File: src/flash_seq_pkg.sv
// Constants and types shared by the flash program and erase sequencer.
package flash_seq_pkg;

   localparam int DATA_W = 8;
   localparam int ADDR_W = 16;
   localparam int NUM_PRI = 8;
   localparam int NUM_SEC = 4;
   localparam int NUM_SECT = 12;
   localparam int SECT_IDX_W = 4;
   localparam int SECT_AW = 2;
   localparam int SECT_BYTES = 4;
   localparam int MEM_AW = SECT_IDX_W + SECT_AW;
   localparam int MEM_BYTES = NUM_SECT * SECT_BYTES;
   localparam int CNT_W = 16;
   localparam int SUSP_W = 12;

   // Unlock addresses; the upper nibble of the address is ignored.
   localparam logic [11:0] UNLOCK_ADDR1 = 12'h555;
   localparam logic [11:0] UNLOCK_ADDR2 = 12'hAAA;

   // Command codes.
   localparam logic [7:0] CMD_UNLOCK1 = 8'hAA;
   localparam logic [7:0] CMD_UNLOCK2 = 8'h55;
   localparam logic [7:0] CMD_PROGRAM = 8'hA0;
   localparam logic [7:0] CMD_BYPASS = 8'h20;
   localparam logic [7:0] CMD_ERASE_SETUP = 8'h80;
   localparam logic [7:0] CMD_BULK_ERASE = 8'h10;
   localparam logic [7:0] CMD_SECTOR_ERASE = 8'h30;
   localparam logic [7:0] CMD_SUSPEND = 8'hB0;
   localparam logic [7:0] CMD_RESUME = 8'h30;
   localparam logic [7:0] CMD_BYP_EXIT1 = 8'h90;
   localparam logic [7:0] CMD_BYP_EXIT2 = 8'h00;
   localparam logic [7:0] CMD_RESET = 8'hF0;

   // Data values.
   localparam logic [7:0] ERASED_BYTE = 8'hFF;
   localparam logic [7:0] PREPROG_BYTE = 8'h00;
   localparam logic [7:0] INVALID_BYTE = 8'h00;
   localparam logic [7:0] UNSELECTED_BYTE = 8'h00;

   // Status bit positions.
   localparam int BIT_POLL = 7;
   localparam int BIT_TOGGLE = 6;
   localparam int BIT_ERROR = 5;
   localparam int BIT_WINDOW = 3;

   // Timing.
   localparam int CLK_PERIOD_NS = 10;
   localparam int WINDOW_US = 100;
   localparam int WINDOW_CYCLES_DEF = WINDOW_US * 1000 / CLK_PERIOD_NS;
   localparam int SUSP_MIN_NS = 100;
   localparam int SUSP_MAX_NS = 15000;
   localparam int SUSP_CYCLES_CALC =
      (SUSP_MIN_NS + CLK_PERIOD_NS - 1) / CLK_PERIOD_NS;
   localparam int SUSP_CYCLES = (SUSP_CYCLES_CALC < 1) ? 1 : SUSP_CYCLES_CALC;
   localparam int PROG_CYCLES_DEF = 64;
   localparam int ERASE_CYCLES_DEF = 256;
   localparam int CMD_TIMEOUT_DEF = 2048;

   typedef enum logic [4:0] {
      ST_READ, ST_CMD1, ST_CMD2, ST_PROG_ADDR, ST_ERASE1, ST_ERASE2,
      ST_ERASE3, ST_PROGRAM, ST_PROG_FAIL, ST_BULK, ST_SE_WINDOW,
      ST_SE_BUSY, ST_SUSP_PEND, ST_SUSPENDED, ST_BYPASS, ST_BYP_PROG,
      ST_BYP_EXIT
   } seq_state_type;

   typedef struct packed {
      logic [NUM_SEC-1:0] secondary_sector_selects;
      logic [NUM_PRI-1:0] primary_sector_selects;
   } sector_sel_type;

   typedef struct packed {
      seq_state_type state;
      logic stall;
      logic ack;
      logic [DATA_W-1:0] rdata;
      logic toggle;
      logic byp;
      logic phase;
      logic [CNT_W-1:0] cnt;
      logic [SUSP_W-1:0] susp_cnt;
      logic [NUM_SECT-1:0] erase_mask;
      logic [MEM_AW-1:0] prog_idx;
      logic [DATA_W-1:0] prog_data;
      logic [MEM_BYTES-1:0][DATA_W-1:0] mem;
   } seq_regs_type;

   localparam seq_regs_type SEQ_RESET = '{
      state: ST_READ,
      stall: 1'b1,
      mem: {MEM_BYTES{ERASED_BYTE}},
      default: '0
   };

endpackage : flash_seq_pkg

File: src/flash_program_erase_sequencer.sv
// Embedded program and erase sequencer for a small flip-flop flash array.
//
// Functional notes
// - Busy reads return poll, toggle, error, window bits.
// - Erase sets ones; programming only clears bits.
// - Program poll bit reads inverted until done.
// - Erase poll bit reads zero, any erasing location.
// - Toggle bit flips per read while busy.
// - Error flag on failed program bit.
// - Unlock, unlock, 20h enters bypass mode.
// - Bypass programs with A0h then address/data.
// - Bypass exits with 90h then 00h.
// - Bulk erase needs six correct writes.
// - Erase preprograms to 00h, then erases.
// - Bulk erase ignores all commands.
// - Extra sector codes restart the erase window.
// - Window flag zero while counting, one during sector erase; zero in bulk erase.
// - Other commands in window, except B0h, abort to read.
// - Sector erasing accepts only reset and suspend.
// - B0h suspends erase, ends open window.
// - Toggle stops after suspend latency, read mode.
// - Suspended erasing sector reads invalid; resume/reset only.
// - 30h resumes suspended sector erase.
// - Commands start AAh at 555h, 55h at AAAh.
// - Any sector select enables command reception.
// - Bad byte or inter-byte timeout returns read.
//
// Chosen here: the register addresses and register access over Avalon-MM.
`timescale 1ns/100ps
module flash_program_erase_sequencer #(
   parameter int unsigned WINDOW_CYCLES = flash_seq_pkg::WINDOW_CYCLES_DEF,
   parameter int unsigned PROG_CYCLES = flash_seq_pkg::PROG_CYCLES_DEF,
   parameter int unsigned ERASE_CYCLES = flash_seq_pkg::ERASE_CYCLES_DEF,
   parameter int unsigned CMD_TIMEOUT = flash_seq_pkg::CMD_TIMEOUT_DEF
) (
   // Clock, reset and enable.
   input wire logic clk_sys,
   input wire logic rst,
   input wire logic ce,
   // Microcontroller bus as Avalon-MM slave.
   input wire logic [flash_seq_pkg::ADDR_W-1:0] address,
   input wire logic read,
   input wire logic write,
   input wire logic [flash_seq_pkg::DATA_W-1:0] writedata,
   output logic [flash_seq_pkg::DATA_W-1:0] readdata,
   output logic waitrequest,
   // Sector selects from the address decoder.
   input wire flash_seq_pkg::sector_sel_type sel
);
   import flash_seq_pkg::*;

   // Counters start at zero, so each end point is the count minus one.
   localparam logic [CNT_W-1:0] WINDOW_LAST = CNT_W'(WINDOW_CYCLES - 1);
   localparam logic [CNT_W-1:0] PROG_LAST = CNT_W'(PROG_CYCLES - 1);
   localparam logic [CNT_W-1:0] ERASE_LAST = CNT_W'(ERASE_CYCLES - 1);
   localparam logic [CNT_W-1:0] TIMEOUT_LAST = CNT_W'(CMD_TIMEOUT - 1);
   localparam logic [SUSP_W-1:0] SUSP_LAST = SUSP_W'(SUSP_CYCLES - 1);

   seq_regs_type r;
   seq_regs_type n;

   // Secondary sectors win when both arrays are selected.
   function automatic logic [SECT_IDX_W-1:0] sect_of(sector_sel_type s);
      logic [SECT_IDX_W-1:0] idx;
      idx = '0;
      for (int i = 0; i < NUM_PRI; i++) begin
         if (s.primary_sector_selects[i]) begin
            idx = SECT_IDX_W'(i);
         end
      end
      for (int i = 0; i < NUM_SEC; i++) begin
         if (s.secondary_sector_selects[i]) begin
            idx = SECT_IDX_W'(NUM_PRI + i);
         end
      end
      return idx;
   endfunction : sect_of

   always_comb begin
      logic sel_any;
      logic [SECT_IDX_W-1:0] sidx;
      logic [MEM_AW-1:0] idx;
      logic [11:0] a12;
      logic [7:0] wd;
      logic wr;
      logic status_mode;
      logic [7:0] stat;
      logic [7:0] merged;
      logic erase_on;
      logic erase_end;
      sel_any = |sel;
      sidx = sect_of(sel);
      idx = {sidx, address[SECT_AW-1:0]};
      a12 = address[11:0];
      wd = writedata;
      wr = 1'b0;
      stat = '0;
      merged = '0;
      erase_on = 1'b0;
      erase_end = 1'b0;
      n = r;

      status_mode = (r.state == ST_PROGRAM) || (r.state == ST_PROG_FAIL) ||
         (r.state == ST_BULK) || (r.state == ST_SE_WINDOW) ||
         (r.state == ST_SE_BUSY) || (r.state == ST_SUSP_PEND);

      // Status byte; undefined bits read as zero.
      stat[BIT_TOGGLE] = r.toggle;
      stat[BIT_ERROR] = (r.state == ST_PROG_FAIL);
      if ((r.state == ST_PROGRAM) || (r.state == ST_PROG_FAIL)) begin
         stat[BIT_POLL] = ~r.prog_data[7];
      end else begin
         stat[BIT_POLL] = 1'b0;
      end
      stat[BIT_WINDOW] = (r.state == ST_SE_BUSY) ||
         (r.state == ST_SUSP_PEND);

      // One wait cycle per access; the request completes at the next edge.
      n.ack = 1'b0;
      if ((read || write) && !r.ack) begin
         n.ack = 1'b1;
         if (read) begin
            if (!sel_any) begin
               n.rdata = UNSELECTED_BYTE;
            end else if (status_mode) begin
               n.rdata = stat;
            end else if ((r.state == ST_SUSPENDED) &&
               r.erase_mask[sidx]) begin
               n.rdata = INVALID_BYTE;
            end else begin
               n.rdata = r.mem[idx];
            end
         end
      end
      n.stall = ~n.ack;

      // Each completed status read flips the toggle flag.
      if (read && r.ack && sel_any && status_mode) begin
         n.toggle = ~r.toggle;
      end

      // Writes without any sector select are not commands.
      wr = write && r.ack && sel_any;

      case (r.state)
         ST_READ: begin
            // The gap timer stays parked at zero while idle.
            n.cnt = '0;
            if (wr && (wd == CMD_UNLOCK1) && (a12 == UNLOCK_ADDR1)) begin
               n.state = ST_CMD1;
            end
         end
         ST_CMD1, ST_CMD2, ST_PROG_ADDR, ST_ERASE1, ST_ERASE2,
         ST_ERASE3: begin
            // Every accepted byte restarts the gap timer; a wrong one ends it.
            n.cnt = r.cnt + 1'b1;
            if (wr) begin
               n.cnt = '0;
               n.state = ST_READ;
               case (r.state)
                  ST_CMD1: begin
                     if ((wd == CMD_UNLOCK2) && (a12 == UNLOCK_ADDR2)) begin
                        n.state = ST_CMD2;
                     end
                  end
                  ST_CMD2: begin
                     if (a12 == UNLOCK_ADDR1) begin
                        if (wd == CMD_PROGRAM) begin
                           n.state = ST_PROG_ADDR;
                        end else if (wd == CMD_BYPASS) begin
                           n.state = ST_BYPASS;
                        end else if (wd == CMD_ERASE_SETUP) begin
                           n.state = ST_ERASE1;
                        end
                     end
                  end
                  ST_PROG_ADDR: begin
                     // Any data is taken; a bad byte shows as an error later.
                     n.state = ST_PROGRAM;
                     n.byp = 1'b0;
                     n.prog_idx = idx;
                     n.prog_data = wd;
                  end
                  ST_ERASE1: begin
                     if ((wd == CMD_UNLOCK1) && (a12 == UNLOCK_ADDR1)) begin
                        n.state = ST_ERASE2;
                     end
                  end
                  ST_ERASE2: begin
                     if ((wd == CMD_UNLOCK2) && (a12 == UNLOCK_ADDR2)) begin
                        n.state = ST_ERASE3;
                     end
                  end
                  default: begin
                     // Sixth write picks bulk or sector erase.
                     n.phase = 1'b0;
                     if ((wd == CMD_BULK_ERASE) && (a12 == UNLOCK_ADDR1)) begin
                        n.state = ST_BULK;
                        n.erase_mask = '1;
                     end else if (wd == CMD_SECTOR_ERASE) begin
                        n.state = ST_SE_WINDOW;
                        n.erase_mask = '0;
                        n.erase_mask[sidx] = 1'b1;
                     end
                  end
               endcase
            end else if (r.cnt == TIMEOUT_LAST) begin
               n.cnt = '0;
               n.state = ST_READ;
            end
         end

         ST_PROGRAM: begin
            // Commands are ignored until the byte is done.
            n.cnt = r.cnt + 1'b1;
            if (r.cnt == PROG_LAST) begin
               n.cnt = '0;
               merged = r.mem[r.prog_idx] & r.prog_data;
               n.mem[r.prog_idx] = merged;
               if (merged != r.prog_data) begin
                  n.state = ST_PROG_FAIL;
               end else if (r.byp) begin
                  n.state = ST_BYPASS;
               end else begin
                  n.state = ST_READ;
               end
            end
         end

         ST_PROG_FAIL: begin
            // A failed byte holds the error until a reset command.
            if (wr && (wd == CMD_RESET)) begin
               n.state = r.byp ? ST_BYPASS : ST_READ;
            end
         end

         ST_BULK: begin
            // No byte is decoded here, not even the reset code.
            erase_on = 1'b1;
         end

         ST_SE_WINDOW: begin
            // The resume code equals the sector code; here it adds a sector.
            n.cnt = r.cnt + 1'b1;
            if (wr) begin
               n.cnt = '0;
               if (wd == CMD_SECTOR_ERASE) begin
                  n.erase_mask[sidx] = 1'b1;
               end else if (wd == CMD_SUSPEND) begin
                  n.state = ST_SUSPENDED;
               end else begin
                  n.state = ST_READ;
                  n.erase_mask = '0;
               end
            end else if (r.cnt == WINDOW_LAST) begin
               n.cnt = '0;
               n.state = ST_SE_BUSY;
            end
         end

         ST_SE_BUSY: begin
            // A reset here leaves the sector partly erased.
            erase_on = 1'b1;
            if (wr && (wd == CMD_SUSPEND)) begin
               n.state = ST_SUSP_PEND;
               n.susp_cnt = '0;
            end else if (wr && (wd == CMD_RESET)) begin
               n.state = ST_READ;
               n.erase_mask = '0;
               erase_on = 1'b0;
            end
         end

         ST_SUSP_PEND: begin
            // Erase is frozen; the toggle keeps running for the latency.
            n.susp_cnt = r.susp_cnt + 1'b1;
            if (r.susp_cnt == SUSP_LAST) begin
               n.state = ST_SUSPENDED;
            end
         end

         ST_SUSPENDED: begin
            // Array reads are served; only resume and reset are decoded.
            if (wr && (wd == CMD_RESUME)) begin
               n.state = ST_SE_BUSY;
            end else if (wr && (wd == CMD_RESET)) begin
               // A half-erased sector is forced to a known invalid pattern
               // so that software cannot mistake it for good data.
               n.state = ST_READ;
               n.erase_mask = '0;
               for (int s = 0; s < NUM_SECT; s++) begin
                  if (r.erase_mask[s]) begin
                     for (int b = 0; b < SECT_BYTES; b++) begin
                        n.mem[s * SECT_BYTES + b] = INVALID_BYTE;
                     end
                  end
               end
            end
         end

         ST_BYPASS: begin
            // Unlock cycles are skipped; stray bytes are simply dropped.
            if (wr && (wd == CMD_PROGRAM)) begin
               n.state = ST_BYP_PROG;
            end else if (wr && (wd == CMD_BYP_EXIT1)) begin
               n.state = ST_BYP_EXIT;
            end
         end

         ST_BYP_PROG: begin
            if (wr) begin
               n.state = ST_PROGRAM;
               n.byp = 1'b1;
               n.cnt = '0;
               n.prog_idx = idx;
               n.prog_data = wd;
            end
         end

         ST_BYP_EXIT: begin
            // A wrong second byte falls back into bypass, not read mode.
            if (wr && (wd == CMD_BYP_EXIT2)) begin
               n.state = ST_READ;
               n.byp = 1'b0;
            end else if (wr) begin
               n.state = ST_BYPASS;
            end
         end

         default: begin
            // Unused encodings recover to read mode.
            n.state = ST_READ;
         end
      endcase

      // Two-phase erase: preprogram to zero, then erase to ones.
      // The count is kept across a suspend, so resume carries on.
      if (erase_on) begin
         n.cnt = r.cnt + 1'b1;
         erase_end = (r.cnt == ERASE_LAST);
         if (erase_end) begin
            n.cnt = '0;
            n.phase = ~r.phase;
            for (int s = 0; s < NUM_SECT; s++) begin
               if (r.erase_mask[s]) begin
                  for (int b = 0; b < SECT_BYTES; b++) begin
                     n.mem[s * SECT_BYTES + b] =
                        r.phase ? ERASED_BYTE : PREPROG_BYTE;
                  end
               end
            end
            if (r.phase) begin
               n.state = ST_READ;
               n.erase_mask = '0;
            end
         end
      end
   end

   // A low enable also stretches a waiting bus access.
   always_ff @(posedge clk_sys or posedge rst) begin
      if (rst) begin
         r <= SEQ_RESET;
      end else if (ce) begin
         r <= n;
      end
   end

   // Both outputs come straight from the state register.
   assign readdata = r.rdata;
   assign waitrequest = r.stall;

endmodule : flash_program_erase_sequencer

File: config.mk
export PLATFORM = sky130hd
export DESIGN_NAME = flash_program_erase_sequencer
export DESIGN_NICKNAME = d
export VERILOG_FILES = /design/src/flash_seq_pkg.sv /design/src/flash_program_erase_sequencer.sv
export SDC_FILE = /design/constraint.sdc
export NUM_CORES = 2
export LEC_CHECK = 0
export CORE_MARGIN = 2
export CORE_UTILIZATION = 40
export DETAILED_ROUTE_END_ITERATION = 7
export DONT_BUFFER_PORTS = 1
export SLEW_MARGIN = 20
export SYNTH_ARGS = -nofsm -noshare
export SYNTH_HDL_FRONTEND = slang
export SYNTH_SLANG_ARGS = --single-unit
File: constraint.sdc
create_clock -name clk_sys -period 15.94 [get_ports clk_sys]
set_clock_uncertainty 0.05 [all_clocks]
set_input_delay 0.797 -clock clk_sys [delete_from_list [all_inputs] [get_ports clk_sys]]
set_output_delay 0.797 -clock clk_sys [all_outputs]
set_load 0.01 [all_outputs]
# Yosys cells after proc, flatten, opt, wreduce, memory -nomap -nowiden
# Cells that the tools add are included.
# totals
ff_bits,456
output_inout_bits,9
# op_classes
addsub,2
order_cmp,5
eq_ne,40
mux,131
bitwise_logic,6
n_reduce_logical,43
# ops
cell,n
2-to-1 mux 384 bit,5
2-to-1 mux 32 bit,24
one-hot mux 384 bit (2 select lines),1
bitwise mux 384 bit,1
2-to-1 mux 12 bit,13
2-to-1 mux 5 bit,23
binary-select mux 8 bit (select 6 bit),2
2-to-1 mux 16 bit,6
one-hot mux 16 bit (5 select lines),1
2-to-1 mux 8 bit,8
one-hot mux 5 bit (12 select lines),1
2-to-1 mux 4 bit,14
demux 8 bit (select 6 bit),1
equality test 8 bit (second input constant),6
one-hot mux 12 bit (4 select lines),1
equality test 5 x 4 -> 1 bit (second input constant),8
2-to-1 mux 17 bit,2
2-to-1 mux 14 bit,2
one-hot mux 14 bit (2 select lines),1
2-to-1 mux 26 bit,1
one-hot mux 5 bit (5 select lines),1
one-hot mux 12 bit (2 select lines),1
equality test 5 x 3 -> 1 bit (second input constant),4
logical AND 1 bit,20
other kinds (48),80

# Depth between registers and ports, before layout
# logic_depth
word_depth,23
depth_mapped,15
depth_no_buf,10

# Least setup slack after synthesis
# No wires, ideal clock.
# synth_path
path_kind,input to register
startpoint,in sel[8] (netlist name)
endpoint,reg r[453] (netlist name)
arrival_ns,3.269
setup_slack_ns,12.503
stages,12
path_cell_list,clkbuf_1 > or4_4 > buf_6 > o31ai_4 > nor3_2 > a2111oi_4 > and2_1 > buf_4 > a211o_2 > o21ai_1 > o2bb2ai_1 > a21o_1
# synth_via
elab_chain_cells,9
word_cells_on_any_way,29
# synth_rtl
element,line,text
start: declaration,flash_program_erase_sequencer.sv:48,input wire flash_seq_pkg::sector_sel_type sel
OR reduction 12 bit *,flash_program_erase_sequencer.sv:91,sel_any = |sel;
logical AND 1 bit *,flash_program_erase_sequencer.sv:143,wr = write && r.ack && sel_any;
"logical AND 1 bit, on equally long branches",-,
2-to-1 mux 5 bit (tied with other cells),flash_program_erase_sequencer.sv:305,end else if (wr && (wd == CMD_BYP_EXIT1)) begin
"2-to-1 mux 5 bit, on equally long branches",-,
one-hot mux 5 bit (12 select lines),flash_program_erase_sequencer.sv:145,case (r.state)
2-to-1 mux 5 bit,flash_program_erase_sequencer.sv:352,if (r.phase) begin
2-to-1 mux 5 bit,flash_program_erase_sequencer.sv:341,if (erase_end) begin
2-to-1 mux 5 bit *,flash_program_erase_sequencer.sv:338,if (erase_on) begin
end signal: assignment,flash_program_erase_sequencer.sv:365,r <= n;
end: declaration,flash_program_erase_sequencer.sv:59,seq_regs_type r;
# Mark *: on every way between the ends. The rest lies on a longest branch, timed or not.
# A chain may end at the register's enable or synchronous reset.

# Worst setup path after layout
# layout_path
startpoint,reg r[394] (netlist name)
endpoint,reg r[268] (netlist name)
# layout_via
elab_chain_cells,10
word_cells_on_any_way,14
# layout_rtl
element,line,text
< comparator 6 x 7 -> 1 bit (implied by the code) / greater-or-equal comparator 6 x 1 -> 1 bit (equally long branches),flash_program_erase_sequencer.sv:219,n.mem[r.prog_idx] = merged;
logical AND 1 bit (implied by the code),flash_program_erase_sequencer.sv:219,
2-to-1 mux 8 bit (implied by the code),flash_program_erase_sequencer.sv:219,
demux 8 bit (select 6 bit),flash_program_erase_sequencer.sv:219,
bitwise mux 384 bit *,flash_program_erase_sequencer.sv:219,
2-to-1 mux 384 bit *,flash_program_erase_sequencer.sv:216,if (r.cnt == PROG_LAST) begin
one-hot mux 384 bit (2 select lines) *,flash_program_erase_sequencer.sv:145,
2-to-1 mux 32 bit,flash_program_erase_sequencer.sv:345,if (r.erase_mask[s]) begin
2-to-1 mux 384 bit,flash_program_erase_sequencer.sv:341,
2-to-1 mux 384 bit *,flash_program_erase_sequencer.sv:338,
# Mark *: on every way between the ends. The rest lies on a longest branch, timed or not. The select of a mux whose other input is x is not followed.

==> results.toml <==
[min_path]
hold_class = "in2reg"

[floorplan]
row_count = 98
fp.dieW_um = 272
fp.dieArea_mm2 = 0.0739
die_h_um = 272
coreArea_mm2 = 0.0712
ios = 50
initial_utilization_pct = 40.3

[sta]
slew_viol_final = 285
max_freq_mhz = 176
rsz0062_at_grt = "no"
max_slew_margin_pct = -26.1
tns_ns = 0
hold_viol = 0
finalCritPeriodShare_pct = 35.7
finalSetupViolations = 0
fin_crit_ns = 5.70
worst_pin_slew_ns = 1.89

[worst_setup_path]
worst-path-buf-inv = 2
crit_required_ns = 16.45
critPathMostFrequentCell = "buf_4"
max_stage_delay_ns = 1.00
path_class = "reg2reg"
cp_slowest_cell = "dfrtp_4"
crit_chain = "buf_4 > nand2_1 > a21oi_1 > nor3_1 > a2bb2oi_1 > nor4b_1 > nand3b_1 > buf_4 > o21ai_0 > a22o_1"
setup.worst_path.end_class = "flip-flop"
crit_family = "simple AND/OR/NAND/NOR gates"
cp-start-kind = "flip-flop"
cp.arrival_ns = 6.21
critPathMaxFanout = 59

[logic_synthesis]
synthAdderAreaFrac_pct = 0.131
netlist_instances = 2867
yosys.area.top_type = "dfstp_2"
synth_xor_area_share_pct = 0.153
avgSynthCellArea_um2 = 10.0
ys_top_cells_by_area = "dfstp_2 35%, a22o_1 12%, o21ai_0 8.9%"
synth_area_mm2 = 0.0287
syn_nets = 2911
synth_top_family_by_area = "compound AO/OA/AOI/OAI gates"
yosysTopAreaCellShare_pct = 35.2
synth.distinct_cells = 86
yosysSeqAreaShare_pct = 41.4
synth-edff-count = 0
muxShareOfSynthArea_pct = 13.0
yosys_register_bits = 456
synth-simple-area-share_pct = 9.62
async_reset_ff_share_pct = 100
synth_compound_area_share_pct = 30.8
yosys_warnings = 0
synth_flop_cell = "dfstp_2"

[clocking]
cts_tree = "done"
clkTransAtPathRegs_ns = 0.06
numCtsBuffers = 52
post_cts_buffers = 0
insertion_delay_ns = 0.65
htreeDepth = 2
cts_sinks = 456
cts_buffer_depth = 3
cts-root-buf = "clkbuf_16"
ctsResizeCount = 0
ctsHoldBuffers = 0

[final_layout]
areaGrowthSynthToFinish_pct = 7.67
fin_util_pct = 43.4
multi_input_area_mm2 = 0.0155
fill_cells = 6729
finalNetCount = 2737
seqCellArea_mm2 = 0.0119
drive_gt1_share_pct = 26.2
stdcell_count = 3690

[route]
drt-vias-per-instance = 7.16
firstDrtPassIters = 6
postRouteAntennaNets = 0
drt-total-wl_mm = 117
drc_errors = 0
routedWlPerCell_um = 31.8
drt_iter0_drc = 4168
num_vias = 26411

[global_route]
grt_util_met1_pct = 40.9
track_usage_pct = 30.9
grt_start_max_net_pins = 459
grt_antenna_before_repair = 3
use_met3_pct = 8.49
grt_overflow = 0
globalRoute.busiestLayer = "met2"
grt_pass1_wl_mm = 171
grtUsageMet2_pct = 45.2
first_global_vias = 25060

[power_and_ir_drop]
power_leakage_nw = 11.6
ir_worst_vdd_mv = 0.0927
total_power_mw = 2.99
power_density_mw_per_mm2 = 96.8

[flow_run]
maxCapViolations = 0

[run_status]
violations = "slew limit"
status = "complete, but fails checks"

[place]
dp_cells = 3589
dp_hpwl_mm = 74.2
gp_congestion = 0.965
numPortBuffers = 0
## power by group
group	internal (mW)	leakage, nW	total [mW]	switching, mW
Combinational	0.147	5.68	0.312	0.165
Clock	0.783	0.931	1.32	0.538
Sequential	1.28	5.01	1.36	0.0795
Total	2.21	11.6	2.99	0.782
## cell usage after synthesis (6+ instances only)
master    count
a211oi_1     11
a21boi_0      6
a21o_1       15
a21oi_1     109
a221o_1       7
a221oi_1     32
a22o_1      393
a22oi_1      23
a31oi_1      23
a32oi_1       6
and2_1       28
and3_1       30
buf_1        18
buf_2        35
buf_4         9
buf_6        26
clkbuf_1    189
dfrtp_1      71
dfstp_2     385
inv_1        19
mux2_2       25
mux2i_1      87
mux4_2      113
nand2_1     214
nand2_4       8
nand2b_1     20
nand3_1      52
nand4_1      12
nor2_1      104
nor2b_1      15
nor3_1       24
nor3b_1       7
nor4_1        8
nor4bb_1      6
o211ai_1      6
o21ai_0     512
o21ai_1      33
o21ai_2      16
o22a_1        7
o22ai_1      43
o31ai_1      16
o41ai_1       6
## kinds of logic (layout without fill, tap and decap cells)
family,Yosys count,count (layout)
buffers and inverters,299,169
multiplexers,227,227
flip-flops,456,456
AO/OA/AOI/OAI,1314,1314
AND/OR/NAND/NOR,563,563
adder cells (fa/ha/maj),3,3
XOR/XNOR,5,5
other,0,3
## final timing paths
check                              from      to  slack [ns]  cells past startpoint
max                              r[394]  r[268]       10.24                     10
min                        writedata[0]  r[384]        0.27                      1
max reg2reg                      r[394]  r[268]       10.24                     10
min reg2reg                      r[440]  r[440]        0.43                      1
max in group asynchronous           rst  r[396]       12.41                      4
min in group asynchronous           rst  r[361]        0.50                      1
## through the flow
step | area, um^2 | worst slack, ns | hold WS (ns)
floorplan | 28700 | 3.02 | 0.392
global placement | 29000 | 10.65 | 0.417
detailed placement | 29000 | 10.60 | 0.424
CTS | 30900 | 10.56 | 0.252
global route | 30900 | 10.27 | 0.259
finish | 30900 | 10.24 | 0.269
## flip-flops by register name, summed over array words and instances, names as in the netlist
register,cells
r,447
readdata,8
waitrequest,1
## layer usage
layer | routed length [um] | share of wire (%) | vias to the layer above
met1 | 46100 | 39 | 13460
met3 | 13300 | 11 | 436
met4 | 7510 | 6.4 | 2
met2 | 50300 | 43 | 1726
li1 | - | - | 10787
met5 | 9 | 0.0077 | -
## cell usage in the layout, fill, tap and decap left out, drive strengths merged, types with 25 or more instances in the layout
cell / instances
mux2: 27
mux2i: 87
dfrtp: 71
nor2: 104
nand2: 222
a22o: 393
and3: 30
clkbuf: 76
mux4: 113
buf: 51
dfstp: 385
o22ai: 43
a21oi: 109
nand3: 52
nor3: 25
and2: 30
o21ai: 561
a221oi: 32
## area by class of cell
cell class              instances  area share (%)
diodes                          3          0.0243
well taps                     950            3.84
inverters                      20           0.267
flip-flops and latches        456            38.5
repair buffers                 51            1.24
clock inverters                22           0.979
multi-input cells            2112            50.1
clock buffers                  76            5.09
No activity file was read; power rests on OpenSTA's default activity.
